--- src/shared/zbt_params.svh ---
// constants for the zone bus timing configuration block
`ifndef ZBT_PARAMS_SVH
`define ZBT_PARAMS_SVH
`define ZBT_ADDR_IO 4'h1
`define ZBT_ADDR_Z0 4'h2
`define ZBT_ADDR_Z1 4'h3
`define ZBT_ADDR_STAT 4'h4
`define ZBT_RESET_CFG 16'h069F
`define ZBT_WAIT_LO 0
`define ZBT_WAIT_HI 2
`define ZBT_HOLD_LO 3
`define ZBT_HOLD_HI 4
`define ZBT_RBE_BIT 5
`define ZBT_WBR_BIT 6
`define ZBT_BW_BIT 7
`define ZBT_TRAILING_IDLE_BIT_BIT 9
`define ZBT_LEADING_IDLE_BIT_BIT 10
`define ZBT_FRE_BIT 11
`define ZBT_WRITABLE 16'h0EFF
`define ZBT_RESERVED 16'hF100
`define ZBT_ZONE_IO 2'h0
`define ZBT_ZONE_Z0 2'h1
`define ZBT_ZONE_Z1 2'h2
`define ZBT_ZONE_NONE 2'h3
`endif

--- src/shared/zbt_pkg.sv ---
// types for the zone bus timing configuration block
package zbt_pkg;
	typedef enum logic [2:0] {
		ZBT_IDLE = 3'h0,
		ZBT_PRE = 3'h1,
		ZBT_WAIT = 3'h2,
		ZBT_BURST = 3'h3,
		ZBT_HOLD = 3'h4,
		ZBT_POST = 3'h5
	} zbt_state_type;
endpackage

--- src/logic/zbt_cfg_reg.sv ---
// one 16-bit zone configuration register
`timescale 1ns/1ns
`include "zbt_params.svh"
module zbt_cfg_reg #(
	parameter logic [15:0] RESET_VALUE = `ZBT_RESET_CFG
) (
	// clock and reset
	input wire logic clk_i,
	input wire logic rst_i,
	// write side
	input wire logic wr_i,
	input wire logic [15:0] data_i,
	// stored value
	output logic [15:0] value_o
);
	logic [15:0] next_value;

	// reserved bits never store, so they read back as zero
	always_comb begin
		next_value = value_o;
		if (wr_i) begin
			next_value = data_i & `ZBT_WRITABLE;
		end
	end

	always_ff @(posedge clk_i or posedge rst_i) begin
		if (rst_i) begin
			value_o <= RESET_VALUE;
		end else begin
			value_o <= next_value;
		end
	end
endmodule // zbt_cfg_reg

--- src/logic/zbt_timing.sv ---
// zone timing configuration registers and access cycle sequencer
//
// Design decisions made here: the address-and-strobe port and the register addresses.
`timescale 1ns/1ns
`include "zbt_params.svh"
module zbt_timing
	import zbt_pkg::*;
(
	// clock and reset
	input wire logic clk_i,
	input wire logic rst_i,
	// register port
	input wire logic [3:0] addr_i,
	input wire logic [15:0] wdata_i,
	input wire logic wr_i,
	input wire logic rd_i,
	output logic [15:0] rdata_o,
	// access request from the core bus
	input wire logic req_i,
	input wire logic [1:0] req_zone_i,
	input wire logic req_read_i,
	input wire logic req_wide_i,
	// access sequencing toward the zones
	output logic busy_o,
	output logic done_o,
	output logic zone1_select_output,
	output logic bus_wide_o,
	output logic idle_o
);
	import zbt_pkg::*;

	logic [15:0] io_zone_config;
	logic [15:0] zone0_config;
	logic [15:0] zone1_config;
	zbt_state_type state, next_state;
	logic [2:0] count, next_count;
	logic [1:0] zone, next_zone;
	logic [1:0] last_zone, next_last_zone;
	logic rd_op, next_rd_op;
	logic burst, next_burst;
	logic post_pend, next_post_pend;
	logic [15:0] next_rdata;
	logic next_busy, next_done, next_zone1_select_output, next_wide, next_idle;
	logic [15:0] cfg;
	logic [15:0] req_cfg;
	logic [2:0] eff_wait;
	logic [1:0] eff_hold;
	logic fast;

	// refuse a field map that would store reserved bits
	if ((`ZBT_WRITABLE & `ZBT_RESERVED) != 16'h0000) begin : g_bad_mask
		$error("writable mask reaches reserved bits");
	end
	// a reset value outside the mask could never be written back
	if ((`ZBT_RESET_CFG & ~`ZBT_WRITABLE) != 16'h0000) begin : g_bad_reset
		$error("reset value sets unwritable bits");
	end

	// three configuration registers; the io one shares layout
	zbt_cfg_reg #(.RESET_VALUE(`ZBT_RESET_CFG)) u_io (
		.clk_i(clk_i),
		.rst_i(rst_i),
		.wr_i(wr_i && addr_i == `ZBT_ADDR_IO),
		.data_i(wdata_i),
		.value_o(io_zone_config)
	);
	zbt_cfg_reg #(.RESET_VALUE(`ZBT_RESET_CFG)) u_z0 (
		.clk_i(clk_i),
		.rst_i(rst_i),
		.wr_i(wr_i && addr_i == `ZBT_ADDR_Z0),
		.data_i(wdata_i),
		.value_o(zone0_config)
	);
	zbt_cfg_reg #(.RESET_VALUE(`ZBT_RESET_CFG)) u_z1 (
		.clk_i(clk_i),
		.rst_i(rst_i),
		.wr_i(wr_i && addr_i == `ZBT_ADDR_Z1),
		.data_i(wdata_i),
		.value_o(zone1_config)
	);

	// read decode; unmapped addresses answer zero
	always_comb begin
		next_rdata = 16'h0000;
		if (rd_i && addr_i == `ZBT_ADDR_IO) begin
			next_rdata = io_zone_config;
		end else if (rd_i && addr_i == `ZBT_ADDR_Z0) begin
			next_rdata = zone0_config;
		end else if (rd_i && addr_i == `ZBT_ADDR_Z1) begin
			next_rdata = zone1_config;
		end else if (rd_i && addr_i == `ZBT_ADDR_STAT) begin
			next_rdata = {8'h00, busy_o, 2'h0, state, zone};
		end
	end

	// configuration of the zone in service picks wait, hold, width
	always_comb begin
		case (zone)
			`ZBT_ZONE_IO: cfg = io_zone_config;
			`ZBT_ZONE_Z0: cfg = zone0_config;
			default: cfg = zone1_config;
		endcase
		case (req_zone_i)
			`ZBT_ZONE_IO: req_cfg = io_zone_config;
			`ZBT_ZONE_Z0: req_cfg = zone0_config;
			default: req_cfg = zone1_config;
		endcase
		// fast read overrides wait and hold on reads only
		fast = rd_op && cfg[`ZBT_FRE_BIT];
		eff_wait = fast ? 3'h0 : cfg[`ZBT_WAIT_HI:`ZBT_WAIT_LO];
		eff_hold = fast ? 2'h0 : cfg[`ZBT_HOLD_HI:`ZBT_HOLD_LO];
	end

	// access sequencer: pre idle, address/wait, burst, hold, post idle
	always_comb begin
		next_state = state;
		next_count = count;
		next_zone = zone;
		next_last_zone = last_zone;
		next_rd_op = rd_op;
		next_burst = burst;
		next_post_pend = post_pend;
		next_done = 1'b0;
		next_idle = 1'b0;
		case (state)
			ZBT_IDLE: begin
				if (req_i) begin
					next_zone = req_zone_i;
					next_rd_op = req_read_i;
					// zone 0 flash never bursts
					next_burst = req_read_i && req_wide_i &&
						req_zone_i != `ZBT_ZONE_Z0 &&
						!req_cfg[`ZBT_BW_BIT] &&
						req_cfg[`ZBT_RBE_BIT] &&
						!req_cfg[`ZBT_FRE_BIT];
					// a pending trailing idle goes first on a zone change
					if (post_pend && req_zone_i != last_zone) begin
						next_state = ZBT_POST;
						next_idle = 1'b1;
					end else if (req_cfg[`ZBT_LEADING_IDLE_BIT_BIT] &&
						req_zone_i != last_zone) begin
						next_state = ZBT_PRE;
						next_idle = 1'b1;
					end else begin
						next_state = ZBT_WAIT;
						next_count = 3'h0;
					end
				end
			end
			ZBT_POST: begin
				next_post_pend = 1'b0;
				// the request lines are released by now, so the zone
				// taken at the request edge picks the config here
				if (cfg[`ZBT_LEADING_IDLE_BIT_BIT] && zone != last_zone) begin
					next_state = ZBT_PRE;
					next_idle = 1'b1;
				end else begin
					next_state = ZBT_WAIT;
					next_count = 3'h0;
				end
			end
			ZBT_PRE: begin
				next_state = ZBT_WAIT;
				next_count = 3'h0;
			end
			ZBT_WAIT: begin
				// fast read ends here in one cycle; normal adds a second
				// lowering the wait field mid-access lets the count wrap once
				if (count != eff_wait) begin
					next_count = count + 3'h1;
				end else if (fast) begin
					next_state = ZBT_IDLE;
					next_done = 1'b1;
				end else if (burst && cfg[`ZBT_WBR_BIT]) begin
					next_state = ZBT_BURST;
				end else begin
					next_state = ZBT_HOLD;
					next_count = 3'h0;
				end
			end
			ZBT_BURST: begin
				next_state = ZBT_HOLD;
				next_count = 3'h0;
			end
			ZBT_HOLD: begin
				if (count[1:0] == eff_hold) begin
					next_state = ZBT_IDLE;
					next_done = 1'b1;
				end else begin
					next_count = count + 3'h1;
				end
			end
			default: begin
				next_state = ZBT_IDLE;
			end
		endcase
		if (next_done) begin
			next_last_zone = zone;
			next_post_pend = cfg[`ZBT_TRAILING_IDLE_BIT_BIT];
		end
		next_busy = next_state != ZBT_IDLE;
		next_zone1_select_output = next_state != ZBT_IDLE && next_state != ZBT_PRE &&
			next_state != ZBT_POST && next_zone == `ZBT_ZONE_Z1;
		// width of the zone in service; zone 0 is kept wide by software
		next_wide = next_zone == `ZBT_ZONE_IO ? io_zone_config[`ZBT_BW_BIT] :
			next_zone == `ZBT_ZONE_Z0 ? zone0_config[`ZBT_BW_BIT] :
			zone1_config[`ZBT_BW_BIT];
	end

	// register all state and outputs
	always_ff @(posedge clk_i or posedge rst_i) begin
		if (rst_i) begin
			state <= ZBT_IDLE;
			count <= 3'h0;
			zone <= `ZBT_ZONE_IO;
			last_zone <= `ZBT_ZONE_NONE;
			rd_op <= 1'b0;
			burst <= 1'b0;
			post_pend <= 1'b0;
			rdata_o <= 16'h0000;
			busy_o <= 1'b0;
			done_o <= 1'b0;
			zone1_select_output <= 1'b0;
			bus_wide_o <= 1'b1;
			idle_o <= 1'b0;
		end else begin
			state <= next_state;
			count <= next_count;
			zone <= next_zone;
			last_zone <= next_last_zone;
			rd_op <= next_rd_op;
			burst <= next_burst;
			post_pend <= next_post_pend;
			rdata_o <= next_rdata;
			busy_o <= next_busy;
			done_o <= next_done;
			zone1_select_output <= next_zone1_select_output;
			bus_wide_o <= next_wide;
			idle_o <= next_idle;
		end
	end
endmodule // zbt_timing

--- config.mk ---
export PLATFORM = sky130hd
export DESIGN_NAME = zbt_timing
export DESIGN_NICKNAME = d
export VERILOG_FILES = /design/src/shared/zbt_pkg.sv /design/src/logic/zbt_cfg_reg.sv /design/src/logic/zbt_timing.sv
export VERILOG_INCLUDE_DIRS = /design/src /design/src/shared
export SDC_FILE = /design/constraint.sdc
export NUM_CORES = 1
export LEC_CHECK = 0
export ABC_AREA = 1
export ABC_CLOCK_PERIOD_IN_PS = 2300
export BUFFER_PORTS_ARGS = -buffer_cell sky130_fd_sc_hd__buf_2
export CAP_MARGIN = 20
export CELL_PAD_IN_SITES_DETAIL_PLACEMENT = 0
export CELL_PAD_IN_SITES_GLOBAL_PLACEMENT = 1
export CORE_ASPECT_RATIO = 1.25
export CORE_MARGIN = 1
export CORE_UTILIZATION = 42
export CTS_CLUSTER_SIZE = 10
export DETAILED_ROUTE_END_ITERATION = 10
export PLACE_DENSITY_LB_ADDON = 0.15
export SLEW_MARGIN = 20
export SYNTH_ARGS = -nofsm -noshare
export SYNTH_HDL_FRONTEND = slang
export SYNTH_SLANG_ARGS = --single-unit
--- constraint.sdc ---
create_clock -name clk_i -period 2.3 [get_ports clk_i]
set_clock_uncertainty 0.1 [all_clocks]
set_input_delay 0.23 -clock clk_i [delete_from_list [all_inputs] [get_ports clk_i]]
set_output_delay 0.23 -clock clk_i [all_outputs]
set_load 0.02 [all_outputs]
=== Yosys cells after proc, flatten, opt, wreduce, memory -nomap -nowiden ===
Index checks and enable logic that the tools add are counted.

* Reductions and logical operators: 32
* Add/sub/neg operators: 1
* Eq/ne operators: 27
* Muxes and demuxes: 41

{| class="wikitable"
|+ Operators by type and width
! kind !! count
|-
| $pmux 12 s2 || 2
|-
| $mux 3 || 15
|-
| $mux 12 || 3
|-
| $logic_and 1x1->1 || 20
|-
| $pmux 3 s6 || 1
|-
| $pmux 3 s5 || 1
|-
| $mux 1 || 11
|-
| $mux 2 || 5
|-
| $ne 2x2->1 const B || 5
|-
| $ne 3x3->1 const B || 3
|-
| $eq 4x2->1 const B || 2
|-
| $mux 8 || 1
|-
| $reduce_and 8->1 || 1
|-
| $eq 2x1->1 const B || 3
|-
| $eq 3x2->1 const B || 2
|-
| $eq 3x3->1 const B || 2
|-
| $logic_not 2->1 || 3
|-
| $reduce_bool 5->1 || 1
|-
| $eq 4x1->1 const B || 1
|-
| $eq 4x3->1 const B || 1
|-
| $ne 2x2->1 || 2
|-
| $pmux 1 s2 || 2
|-
| $add 3x1->3 const B || 1
|-
| $eq 3x1->1 const B || 1
|-
| other kinds (11) || 12
|}

* Input bits: 29
* Register bits after elaboration: 67
* Word-level logic and storage cells: 117
* Output and inout port bits: 21

=== Longest topological paths before layout ===
Gate-level depths: netlist of run 1.

* Word-level depth: 11
* Mapped depth: 14
* Gate-level depth less buffers: 13

=== Hierarchy ===
Synthesis of run 1 repeated with hierarchy kept, for this count alone.

* Cells, all modules: 470
* Area, all modules: 3647.2 um^2

{| class="wikitable"
|+ By module, submodules not included
! module !! area an instance (um^2) !! times used !! cells each
|-
| zbt_timing || 2217.1 || 1 || 308
|-
| zbt_cfg_reg || 476.7 || 3 || 54
|}

=== Least setup slack after synthesis of run 1 ===
No wires, ideal clock.

* Path type: flip-flop to flip-flop
* Start: register zone[0]
* End: register busy_o
* Path buffers: 1
* Cell stages (with the launch flop): 14
* Required time: 2.081 ns
* Arrival: 1.562 ns
* Clock period less this slack: 1.781 ns
* Library setup time: 0.119 ns
* Path slack: 0.519 ns
* Cells stage by stage: dfrtp_1 > nor2_4 > nand2_1 > nand3_2 > nand2_2 > buf_6 > nand3_1 > nand2_2 > nor2_4 > nand2_1 > nand2_1 > nand3_2 > nor2_1 > nand2_1

* Cells in the longest elaborated chain, start to end: 8
* Elaborated cells between the ends (all ways): 18

{| class="wikitable"
|+ Ends and longest elaborated chain
! item !! RTL line !! source
|-
| start, declared || zbt_timing.sv:37 || <nowiki>logic [1:0] zone, next_zone;</nowiki>
|-
| start signal, assigned || zbt_timing.sv:215 || <nowiki>zone <= `ZBT_ZONE_IO;</nowiki>
|-
| start signal, assigned || zbt_timing.sv:229 || <nowiki>zone <= next_zone;</nowiki>
|-
| $eq 2x1->1 or $logic_not 2->1 (tied branches) || zbt_timing.sv:98 || <nowiki>case (zone)</nowiki>
|-
| $pmux 12 s2 || zbt_timing.sv:98 ||
|-
| $logic_and 1x1->1, on equally long branches || zbt_timing.sv:109, zbt_timing.sv:174 ||
|-
| $mux 3, or another cell as far along || zbt_timing.sv:110 || <nowiki>eff_wait = fast ? 3'h0 : cfg[`ZBT_WAIT_HI:`ZBT_WAIT_LO];</nowiki>
|-
| $ne 3x3->1, or another cell as far along || zbt_timing.sv:169 || <nowiki>if (count != eff_wait) begin</nowiki>
|-
| $mux 3, on equally long branches || zbt_timing.sv:169, zbt_timing.sv:186 ||
|-
| $pmux 3 s6 (*) || zbt_timing.sv:125 || <nowiki>case (state)</nowiki>
|-
| named net next_state[1] || zbt_timing.sv:35 || <nowiki>zbt_state_type state, next_state;</nowiki>
|-
| $reduce_bool 3->1 (*) || zbt_timing.sv:201 || <nowiki>next_busy = next_state != ZBT_IDLE;</nowiki>
|-
| named net next_busy || zbt_timing.sv:43 || <nowiki>logic next_busy, next_done, next_zone1_select_output, next_wide, next_idle;</nowiki>
|-
| end signal, assigned || zbt_timing.sv:235 || <nowiki>busy_o <= next_busy;</nowiki>
|-
| end, declared || zbt_timing.sv:24 || <nowiki>output logic busy_o,</nowiki>
|}

Mark *: on every way through the listed nets, which the timed path passes. The rest lies on a longest branch.
A chain may end at the register's enable or synchronous reset.

=== Worst setup path after layout of run 1 ===
* Start: register zone[1]
* End: register zone1_select_output

* Cells in the longest elaborated chain, start to end: 11
* Elaborated cells between the ends (all ways): 26

{| class="wikitable"
|+ Ends and longest elaborated chain
! item !! RTL line !! source
|-
| $eq 2x1->1 or $logic_not 2->1 (tied branches) || zbt_timing.sv:98 ||
|-
| $pmux 12 s2 || zbt_timing.sv:98 ||
|-
| $logic_and 1x1->1, on equally long branches || zbt_timing.sv:109, zbt_timing.sv:174 ||
|-
| $mux 3, or another cell as far along || zbt_timing.sv:110 ||
|-
| $ne 3x3->1, or another cell as far along || zbt_timing.sv:169 ||
|-
| $mux 3, on equally long branches || zbt_timing.sv:169, zbt_timing.sv:186 ||
|-
| $pmux 3 s6 (*) || zbt_timing.sv:125 ||
|-
| named net next_state[1] || zbt_timing.sv:35 ||
|-
| $ne 3x1->1 or $reduce_bool 3->1 (tied branches) || zbt_timing.sv:202 || <nowiki>next_zone1_select_output = next_state != ZBT_IDLE && next_state != ZBT_PRE &&</nowiki>
|-
| $logic_and 1x1->1 || zbt_timing.sv:202 ||
|-
| $logic_and 1x1->1 (*) || zbt_timing.sv:202 ||
|-
| $logic_and 1x1->1 (no source line) (*) || n/a ||
|-
| named net next_zone1_select_output || zbt_timing.sv:43 ||
|-
| end signal, assigned || zbt_timing.sv:237 || <nowiki>zone1_select_output <= next_zone1_select_output;</nowiki>
|-
| end, declared || zbt_timing.sv:26 || <nowiki>output logic zone1_select_output,</nowiki>
|}

Marks and branches as above.

==> key figures, run 1 <==
Logic synthesis
  • Most area-consuming cells after synthesis: dfrtp_1 28%, dfstp_2 22%, nand2_1 15%
  • Synth Flop Type: dfrtp_1
  • Post-synth top cells: 124 x nand2_1, 45 x inv_1, 42 x o21ai_0, 35 x dfrtp_1, 30 x nand3_1
  • Syn Std Cell Area: 3170 µm²
  • Count leader, synth: nand2_1
  • Synth top area share: 27.6%
  • Distinct cells, synth: 32
  • Register bit total from synthesis: 62
  • Sequential fraction of the synthesis area: 49.9%
  • Asr flop ratio synth: 100%
  • Post-Syn Instances: 394
  • Post-synth EDFFs: 0
  • Yosys Warn Count: 0
  • Synth area leader: dfrtp_1
  • Avg Cell Area, Syn: 8.06 µm²

Global route
  • GRT Util Overall: 21.8%
  • Global-route wire length before repair: 12900 µm
  • Largest net degree at the start of global routing: 30
  • GRT overflow: 0
  • Antenna violations before repair: 0
  • Vias in the first global route: 2534

Setup path
  • Worst Setup Start Kind: flop
  • Number of cells on the critical path: 13
  • R2r endpoint: zone1_select_output$_DFF_PP0_
  • Setup crit end kind: flop
  • Cell family with most CP delay: simple AND/OR/NAND/NOR gates
  • R2R cell count: 13
  • Crit path cell chain: buf_4 -> nor2_8 -> nand2_1 -> nand3_1 -> nand2_1 -> nand2_1 -> nand2_2 -> nor2_4 -> nand2_1 -> nand2_1 -> nand3_2 -> nor2_1 -> nor2_1
  • Worst EP arrival: 2.26 ns
  • Crit path largest cell delay: 0.51 ns
  • Required time of the critical path: 2.43 ns
  • CP Max Fanout: 8
  • Most frequent CP cell: nand2_1
  • Critical path class: reg2reg
  • Reg2reg start: zone[1]$_DFF_PP0_
  • Slowest-stage cell, CP: dfrtp_1
  • Worst reg2reg setup slack: 0.17 ns
  • WP buf/inv: 1

Floorplanning
  • Initial Util: 43.1%
  • Die area: 7910 µm²
  • Die height: 99.2 µm
  • Cell Rows: 35
  • I/O pin count: 50
  • Die Wd: 79.8 µm
  • Core ar.: 7360 µm²

Pwr
  • Sw frac: 40.1%
  • Combinational Power Share: 35.5%
  • Pwr Density: 1070 nW/µm²
  • Clk pwr share: 22.1%
  • Worst vdd ir: 646 µV
  • Net Switching: 0.00158 W
  • Reg power frac: 42.4%
  • P_int: 0.00236 W
  • Static leakage: 1.85 nW

Layout
  • Fraction of layout instances using a drive strength above 1: 24.6%
  • # diodes: 0
  • Register area: 1590 µm²
  • # nets final: 476
  • FILL cells: 768
  • Layout area overhead: 16.2%
  • Area of the multi-input gates: 1330 µm²

CTS
  • Reg clk slew, reported paths: 0.07 ns
  • Num CTS Buffers: 9
  • Post-cts resize count: 0
  • Worst-skew pair later-pin latency: 0.34 ns
  • Sink Count: 62
  • CTS tree: built
  • H-tree depth: 3
  • CTS Root Cell: clkbuf_8
  • CTS Buffer Depth: 2

Route
  • Initial DRC Count: 156
  • TritonRoute pass-1 iters: 4
  • Wire per inst: 14.6 µm
  • Via-per-instance ratio: 5.06
  • # DRC: 0
  • Post-Route WL: 7950 µm
  • ANT nets after route: 0
  • Vias: 2748

Timing
  • Final Cycle Share: 92.5%
  • Final setup fails: 0
  • Setup TNS: 0 ns
  • RSZ-0062 raised after global routing: false
  • Max Fclk: 470 MHz
  • Worst hold slack: 0.0341 ns
  • Fin. max-slew vios: 0
  • Hold Vio Cnt, Final: 0
  • Final setup margin: 0.172 ns
  • Min Tclk post-route: 2.13 ns
  • Worst relative slew slack: 60.4%
  • Worst-Margin Slew: 0.593 ns

Place
  • Pre-CTS setup slack: 0.186 ns
  • Final RePlAce weighted congestion: 0.896
  • Post-DP HPWL: 6070 µm
  • Buffers on Ports: 39

Status
  • Outcome: finished, final reports clean

Hold path
  • Hold EP: rd_op$_DFFE_PP0P_
  • Hold path depth: 3
  • Hold_sp: req_read_i
  • Worst min-delay path class: in2reg

Run
  • Total of max-cap violations: 0
[tightest hold or removal path, cell delays in order]
cell and delay (ns):
buf_2 0.10, nand2_1 0.05, nand2_1 0.05
[placed cells by master, fill, tap and decap left out, drive strengths merged, types with 2 or more instances in the layout]
cell type,n
nand4,13
nand3,34
nor3,3
dfrtp,35
o2111ai,5
buf,51
a21oi,3
xnor2,2
clkinvlp,2
nor2,16
conb,5
nand2,132
o221ai,2
inv,47
clkinv,3
clkbuf,13
o211ai,5
o21ai,46
dfstp,27
[registers in the layout, indices dropped and copies added, names as in the netlist]
signal and count:
u_z0.value_o 11, zone1_select_output 1, idle_o 1, busy_o 1, rdata_o 11, u_z1.value_o 11
post_pend 1, u_io.value_o 11, bus_wide_o 1, count 3, done_o 1, zone 2
burst 1, rd_op 1, last_zone 2, state 3
[logic make-up (layout without fill, tap and decap cells)]
group	after synthesis	after routing	synth area share [%]
other	1	5	0.118
adders and majority gates	1	1	0.394
DFF	62	62	49.9
and+or+nand+nor	199	199	28.6
buffers and inverters	64	117	8.63
AOI/OAI and AO/OA	64	64	11.5
xor gates and xnor gates	3	3	0.828
[metrics by stage]
step / total power, W / utilization (%) / area, µm² / std cells
final: 0.00394 / 50.1 / 3690 / 543
after CTS: 0.00397 / 50.1 / 3690 / 543
after floorplan: 0.00265 / - / 3190 / 398
after global routing: 0.00423 / 50.1 / 3690 / 543
after global placement: 0.00305 / 47.6 / 3500 / 526
after detailed placement: 0.00308 / 47.6 / 3500 / 526
[power groups by stage]
stage          Combinational (W)  Sequential [W]  Clock [W]
5_1_grt                  0.00158         0.00171   0.000940
4_1_cts                  0.00141         0.00166   0.000894
6_report                 0.00140         0.00167   0.000871
3_5_place_dp             0.00140         0.00168          0
3_3_place_gp             0.00138         0.00167          0
2_1_floorplan            0.00101         0.00164          0
[worst max path at each step]
| stage | slack (ns) | endpoint | startpoint |
|---|---|---|---|
| after detailed placement | 0.19 | zone1_select_output$_DFF_PP0_ | zone[1]$_DFF_PP0_ |
| after global routing | 0.06 | count[2]$_DFFE_PP0P_ | zone[1]$_DFF_PP0_ |
| after floorplan | 0.47 | burst$_DFFE_PP0P_ | rst_i |
| final | 0.17 | zone1_select_output$_DFF_PP0_ | zone[1]$_DFF_PP0_ |
| after CTS | 0.17 | zone1_select_output$_DFF_PP0_ | zone[1]$_DFF_PP0_ |
| after global placement | 0.21 | zone1_select_output$_DFF_PP0_ | zone[1]$_DFF_PP0_ |
[area by class of cell]
| class | instances | area share (%) |
|---|---|---|
| clock buffer | 13 | 4.31 |
| inverter | 49 | 4.99 |
| tap | 92 | 3.12 |
| multi-input combinational | 272 | 36.1 |
| sequential | 62 | 43.0 |
| timing repair buffer | 52 | 8.01 |
| clock inverter | 3 | 0.543 |
[timing repair]
| action | in CTS | in global routing |
|---|---|---|
| hold endpoints to repair | 14 | 0 |
| hold buffers | 1 | 0 |
| buffers inserted | 0 | 0 |
[routing by layer]
| layer | vias up | routed length (µm) | global-route usage [%] | part of all wire, % |
|---|---|---|---|---|
| met1 | 1296 | 3760 | 30.2 | 47 |
| met3 | 6 | 264 | 4.68 | 3.3 |
| li1 | 1385 | - | - | - |
| met5 | - | 0 | 0 | 0 |
| met4 | 0 | 80 | 6.04 | 1.0 |
| met2 | 61 | 3840 | 34.3 | 48 |
(Power assumes the default switching activity.)
==> run 2, diff against run 1 <==
SETUP_SLACK_MARGIN = 0.4   (was unset)
SKIP_CTS_REPAIR_TIMING = 1   (was unset)
==> key figures, run 2 (synthesis results as in run 1) <==
Pwr
  • Net Switching: 0.00162 W (+2.7%)
  • P_int: 0.00245 W (+3.7%)
  • Worst vdd ir: 654 µV (+1.4%)
  • Pwr Density: 1080 nW/µm² (+1.4%)
  • Clk pwr share: 21.3% (-0.8 points)
  • Reg power frac: 41.1% (-1.3 points)
  • Combinational Power Share: 37.6% (+2.1 points)
  • Static leakage: 1.89 nW (+2.2%)
  • Sw frac: 39.9% (-0.23 points)

Layout
  • Commonest non-fill, non-tap cell in the layout: nand2_1
  • Most frequent cells in the layout: 122 x nand2_1, 44 x inv_1, 39 x buf_2
  • # nets final: 481 (+1.1%)
  • Fraction of layout instances using a drive strength above 1: 27.0% (+2.4 points)
  • # diodes: 0 (unchanged)
  • Layout area overhead: 18.4%
  • FILL cells: 767 (-0.13%)

CTS
  • Reg clk slew, reported paths: 0.07 ns (about the same)
  • CTS tree: built
  • CTS Buffer Depth: 2 (unchanged)
  • Sink Count: 62 (unchanged)
  • Worst-skew pair later-pin latency: 0.33 ns (about the same)
  • H-tree depth: 3 (unchanged)
  • CTS Root Cell: clkbuf_8
  • Num CTS Buffers: 9 (unchanged)

Timing
  • Setup TNS: 0 ns (unchanged)
  • Min Tclk post-route: 1.93 ns (-0.202 ns)
  • Max Fclk: 519 MHz (+10%)
  • Final setup margin: 0.374 ns (+0.202 ns)
  • Hold Vio Cnt, Final: 0 (unchanged)
  • Worst relative slew slack: 60.4% (about the same)
  • Fin. max-slew vios: 0 (unchanged)
  • RSZ-0062 raised after global routing: true
  • Worst-Margin Slew: 0.593 ns (+0.000163 ns)
  • Final setup fails: 0 (unchanged)
  • Final Cycle Share: 83.8% (-8.8 points)

Floorplanning
  • Cell Rows: 35 (unchanged)
  • Die area: 7910 µm² (unchanged)
  • Die height: 99.2 µm (unchanged)
  • Die Wd: 79.8 µm (unchanged)
  • Core ar.: 7360 µm² (unchanged)
  • Initial Util: 43.1% (unchanged)
  • I/O pin count: 50 (unchanged)

Global route
  • GRT overflow: 0 (unchanged)
  • Global-route wire length before repair: 12900 µm (-0.32%)
  • Antenna violations before repair: 0 (unchanged)
  • GRT Util Overall: 21.7% (-0.058 points)
  • Largest net degree at the start of global routing: 30 (unchanged)
  • Vias in the first global route: 2525 (-0.36%)

Route
  • TritonRoute pass-1 iters: 4 (unchanged)
  • Vias: 2761 (+0.47%)
  • Initial DRC Count: 132 (-15%)
  • Via-per-instance ratio: 5.04 (-0.44%)
  • ANT nets after route: 0 (unchanged)
  • Post-Route WL: 7970 µm (+0.23%)
  • Wire per inst: 14.5 µm (-0.69%)
  • # DRC: 0 (unchanged)

Setup path
  • Number of cells on the critical path: 13 (unchanged)
  • Critical path class: reg2reg
  • Crit path largest cell delay: 0.48 ns (-0.03 ns)
  • Worst EP arrival: 2.10 ns (-0.16 ns)
  • R2r endpoint: zone1_select_output$_DFF_PP0_
  • Worst reg2reg setup slack: 0.37 ns (+0.20 ns)
  • Worst Setup Start Kind: flop
  • Crit path cell chain: buf_6 -> nor2_8 -> nand2_1 -> nand3_2 -> nand2_1 -> nand2_1 -> nand2_2 -> nor2_4 -> buf_4 -> nand4_1 -> nand3_2 -> nor2_2 -> nor2_1
  • R2R cell count: 13 (unchanged)
  • WP buf/inv: 2 (+1)
  • Required time of the critical path: 2.47 ns (+0.04 ns)
  • Setup crit end kind: flop
  • Reg2reg start: zone[1]$_DFF_PP0_
  • Critical path origin: zone[1]$_DFF_PP0_
  • Most frequent CP cell: nand2_1
  • CP Max Fanout: 8 (unchanged)
  • Slowest-stage cell, CP: dfrtp_2
  • Crit path capture: zone1_select_output$_DFF_PP0_
  • Cell family with most CP delay: simple AND/OR/NAND/NOR gates

Hold path
  • Worst min-delay path class: in2reg

Place
  • Buffers on Ports: 39 (unchanged)
  • Pre-CTS setup slack: 0.186 ns (unchanged)
  • Post-DP HPWL: 6070 µm (unchanged)
  • Final RePlAce weighted congestion: 0.896 (unchanged)

Status
  • Outcome: finished, final reports clean

Run
  • Total of max-cap violations: 0 (unchanged)
run 2: cell type report:
cell class | count | area [µm²] | area share, %
flip-flops and latches | 62 | 1590 | 42.2
multi-input cells | 272 | 1360 | 36.1
repair buffers | 57 | 337 | 8.95
inverters | 49 | 184 | 4.89
clock buffers | 13 | 159 | 4.23
well taps | 92 | 115 | 3.06
clock inverters | 3 | 20.0 | 0.533
run 2: per-stage QoR:
stage	instances	instance area, µm²	hold WS [ns]	total power [W]	util, %
4_1_cts	542	3680	-0.130	0.00396	50.0
3_3_place_gp	526	3500	0.223	0.00305	47.6
6_report	548	3760	0.0353	0.00407	51.1
2_1_floorplan	398	3190	0.240	0.00265	-
3_5_place_dp	526	3500	0.234	0.00308	47.6
5_1_grt	548	3760	0.0548	0.00436	51.1
run 2: how the worst min path moves through the flow:
| stage | from | end | slack (ns) | depth (start not counted) |
|---|---|---|---|---|
| 2_1_floorplan | req_read_i | rd_op$_DFFE_PP0P_ | 0.24 | 2 |
| 4_1_cts | rst_i | rdata_o[10]$_DFF_PP0_ | -0.13 | 2 |
| 6_report | req_read_i | rd_op$_DFFE_PP0P_ | 0.04 | 3 |
| 3_5_place_dp | rst_i | u_z1.value_o[11]$_DFFE_PP0P_ | 0.23 | 2 |
| 5_1_grt | wdata_i[0] | u_z1.value_o[0]$_DFFE_PP1P_ | 0.05 | 3 |
| 3_3_place_gp | rst_i | rdata_o[9]$_DFF_PP0_ | 0.22 | 2 |
run 2: per-layer routing:
layer	up-vias	GRT usage (%)	part of all wire, %
met5	-	0	0
met3	10	4.68	4.8
met1	1284	30.1	46
met2	71	34.2	48
li1	1396	-	-
met4	0	6.04	1.2
run 2: power by group through the flow:
| stage | clock, W | combinational (W) | sequential, W |
|---|---|---|---|
| 3_3_place_gp | 0 | 0.00138 | 0.00167 |
| 5_1_grt | 0.000940 | 0.00171 | 0.00171 |
| 4_1_cts | 0.000894 | 0.00141 | 0.00166 |
| 6_report | 0.000868 | 0.00153 | 0.00167 |
| 3_5_place_dp | 0 | 0.00140 | 0.00168 |
| 2_1_floorplan | 0 | 0.00101 | 0.00164 |
run 2: worst min-delay path, cell delays in order:
cell and delay, ns:
buf_2 0.10, nand2_1 0.05, nand2_1 0.05
==> run 3, diff against run 2 <==
ABC_AREA = 0   (was 1)
ABC_CLOCK_PERIOD_IN_PS = 1800   (was 2300)
CORE_UTILIZATION = 45   (was 42)
clock period = 1.8 ns   (was 2.3 ns; I/O delays follow)
==> key figures, run 3 <==
Hold path
  • Hold path depth: 2 (-1)
  • Hold EP: u_io.value_o[0]$_DFFE_PP1P_
  • Worst min-delay path class: in2reg
  • Hold_sp: wdata_i[0]

Global route
  • Vias in the first global route: 2590 (+2.6%)
  • GRT overflow: 0 (unchanged)
  • GRT Util Overall: 23.1% (+1.4 points)
  • Largest net degree at the start of global routing: 24 (-20%)
  • Global-route wire length before repair: 12700 µm (-1.3%)
  • Antenna violations before repair: 0 (unchanged)

Setup path
  • Worst reg2reg setup slack: -0.63 ns (-1.00 ns)
  • CP Max Fanout: 5 (-3)
  • Worst EP arrival: 2.54 ns (+0.44 ns)
  • Critical path class: reg2reg
  • Crit path largest cell delay: 0.54 ns (+0.06 ns)
  • Setup crit end kind: flop
  • Crit path cell chain: mux2_4 -> o211a_4 -> or4_4 -> a31oi_4 -> nor2_2 -> nor3_4 -> nand4_1
  • Worst Setup Start Kind: flop
  • Slowest-stage cell, CP: or4_4
  • R2R cell count: 7 (-6)
  • R2r endpoint: busy_o$_DFF_PP0_
  • Required time of the critical path: 1.91 ns (-0.56 ns)
  • Reg2reg start: zone[0]$_DFF_PP0_

Logic synthesis
  • Yosys Warn Count: 0 (unchanged)
  • Count leader, synth: mux2_2
  • Sequential fraction of the synthesis area: 49.2% (-0.78 points)
  • Post-synth top cells: 37 x mux2_2, 35 x dfrtp_1, 27 x dfstp_2, 23 x nor2_1
  • Post-synth EDFFs: 0 (unchanged)
  • Post-Syn Instances: 289 (-27%)
  • Synth area leader: dfrtp_1
  • Most area-consuming cells after synthesis: dfrtp_1 27%, dfstp_2 22%, mux2_2 13%
  • Register bit total from synthesis: 62 (unchanged)
  • Distinct cells, synth: 51 (+59%)
  • Synth top area share: 27.2% (-0.43 points)
  • Synth Flop Type: dfrtp_1
  • Asr flop ratio synth: 100% (unchanged)
  • Syn Std Cell Area: 3220 µm² (+1.6%)
  • Avg Cell Area, Syn: 11.2 µm² (+38%)

CTS
  • H-tree depth: 3 (unchanged)
  • CTS tree: built
  • CTS Root Cell: clkbuf_8
  • Sink Count: 62 (unchanged)
  • CTS Buffer Depth: 2 (unchanged)
  • Reg clk slew, reported paths: 0.07 ns (about the same)
  • Worst-skew pair later-pin latency: 0.35 ns (+0.02 ns)
  • Num CTS Buffers: 9 (unchanged)

Timing
  • Final Cycle Share: 135% (+51 points)
  • Worst relative slew slack: 62.6% (+2.2 points)
  • Max Fclk: 412 MHz (-21%)
  • Min Tclk post-route: 2.43 ns (+0.499 ns)
  • Final setup margin: -0.625 ns (-0.999 ns)
  • Worst hold slack: -0.00801 ns (-0.0433 ns)
  • Fin. max-slew vios: 0 (unchanged)
  • Final setup fails: 13 (+13)
  • Setup TNS: -6.72 ns (-6.72 ns)
  • Hold Vio Cnt, Final: 3 (+3)
  • RSZ-0062 raised after global routing: true
  • Worst-Margin Slew: 0.560 ns (-0.0333 ns)

Place
  • Buffers on Ports: 39 (unchanged)
  • Final RePlAce weighted congestion: 0.834 (-7.0%)
  • Post-DP HPWL: 6020 µm (-0.76%)

Pwr
  • Static leakage: 2.03 nW (+7.6%)
  • Pwr Density: 1460 nW/µm² (+35%)
  • Worst vdd ir: 728 µV (+11%)

Layout
  • Layout area overhead: 33.9%
  • Fraction of layout instances using a drive strength above 1: 51.6% (+25 points)
  • Most frequent cells in the layout: 62 x buf_4, 39 x buf_2, 36 x mux2_2
  • Commonest non-fill, non-tap cell in the layout: buf_4
  • # nets final: 432 (-10%)
  • # diodes: 0 (unchanged)

Floorplanning
  • I/O pin count: 50 (unchanged)
  • Die height: 96.6 µm (-2.6%)
  • Core ar.: 6930 µm² (-5.7%)
  • Cell Rows: 34 (-2.9%)
  • Initial Util: 46.5% (+3.4 points)
  • Die Wd: 77.7 µm (-2.6%)
  • Die area: 7510 µm² (-5.1%)

Route
  • Wire per inst: 16.1 µm (+11%)
  • Initial DRC Count: 66 (-50%)
  • Vias: 2571 (-6.9%)
  • # DRC: 0 (unchanged)
  • ANT nets after route: 0 (unchanged)
  • TritonRoute pass-1 iters: 4 (unchanged)
  • Post-Route WL: 8010 µm (+0.49%)
  • Via-per-instance ratio: 5.17 (+2.7%)

Status
  • Outcome: complete, but fails checks
  • Failing checks: hold timing, setup timing

Run
  • Total of max-cap violations: 0 (unchanged)
## run 3: power by group
group          internal [W]  switching [W]  leakage [nW]
clock              0.000530       0.000538        0.0861
sequential          0.00186       0.000291         0.738
combinational       0.00162        0.00145          1.21
## run 3: final cells by class
type	count	area (µm²)
clock inverter	4	22.5
tap	90	113
timing repair buffer	115	835
sequential	62	1590
fill	590	2620
inverter	9	37.5
clock buffer	12	145
multi-input combinational	205	1580
## run 3: worst max-delay path by stage
| stage | startpoint | slack, ns | depth (start not counted) | to |
|---|---|---|---|---|
| 2_1_floorplan | zone[0]$_DFF_PP0_ | -0.48 | 9 | count[2]$_DFFE_PP0P_ |
| 3_3_place_gp | zone[0]$_DFF_PP0_ | -0.57 | 8 | count[2]$_DFFE_PP0P_ |
| 3_5_place_dp | zone[0]$_DFF_PP0_ | -0.66 | 8 | count[2]$_DFFE_PP0P_ |
| 4_1_cts | zone[0]$_DFF_PP0_ | -0.68 | 8 | count[2]$_DFFE_PP0P_ |
| 5_1_grt | zone[0]$_DFF_PP0_ | -0.70 | 7 | busy_o$_DFF_PP0_ |
| 6_report | zone[0]$_DFF_PP0_ | -0.63 | 7 | busy_o$_DFF_PP0_ |
## run 3: cell families after synthesis
kind of cell	synth area share, %
and+or+nand+nor	12.3
muxes	21.0
DFF	49.2
AOI/OAI and AO/OA	10.9
buffers and inverters	4.23
xor gates and xnor gates	1.90
adders and majority gates	0.388
other	0.116
## run 3: worst max-delay path: cells and delay by family (launching register included)
| kind | cells | cell delay (ns) |
|---|---|---|
| and+or+nand+nor | 4 | 0.88 |
| AOI/OAI and AO/OA | 2 | 0.52 |
| muxes | 1 | 0.34 |
| DFF | 1 | 0.45 |
## run 3: metrics by stage
stage | instances | area [µm²] | util, % | total power [W] | setup WS [ns]
after floorplan | 293 | 3270 | - | 0.00381 | -0.482
after global placement | 468 | 3980 | 57.4 | 0.00492 | -0.570
after detailed placement | 468 | 3980 | 57.4 | 0.00496 | -0.660
after CTS | 484 | 4150 | 59.8 | 0.00605 | -0.679
after global routing | 497 | 4320 | 62.3 | 0.00669 | -0.700
final | 497 | 4320 | 62.3 | 0.00629 | -0.625
## run 3: metal layers
metal | global-route usage [%] | vias to the layer above | share of wire (%)
met4 | 10.4 | 0 | 2.7
li1 | - | 1250 | -
met3 | 5.09 | 17 | 3.1
met1 | 27.5 | 1250 | 42
met5 | 0 | - | 0
met2 | 39.5 | 54 | 52
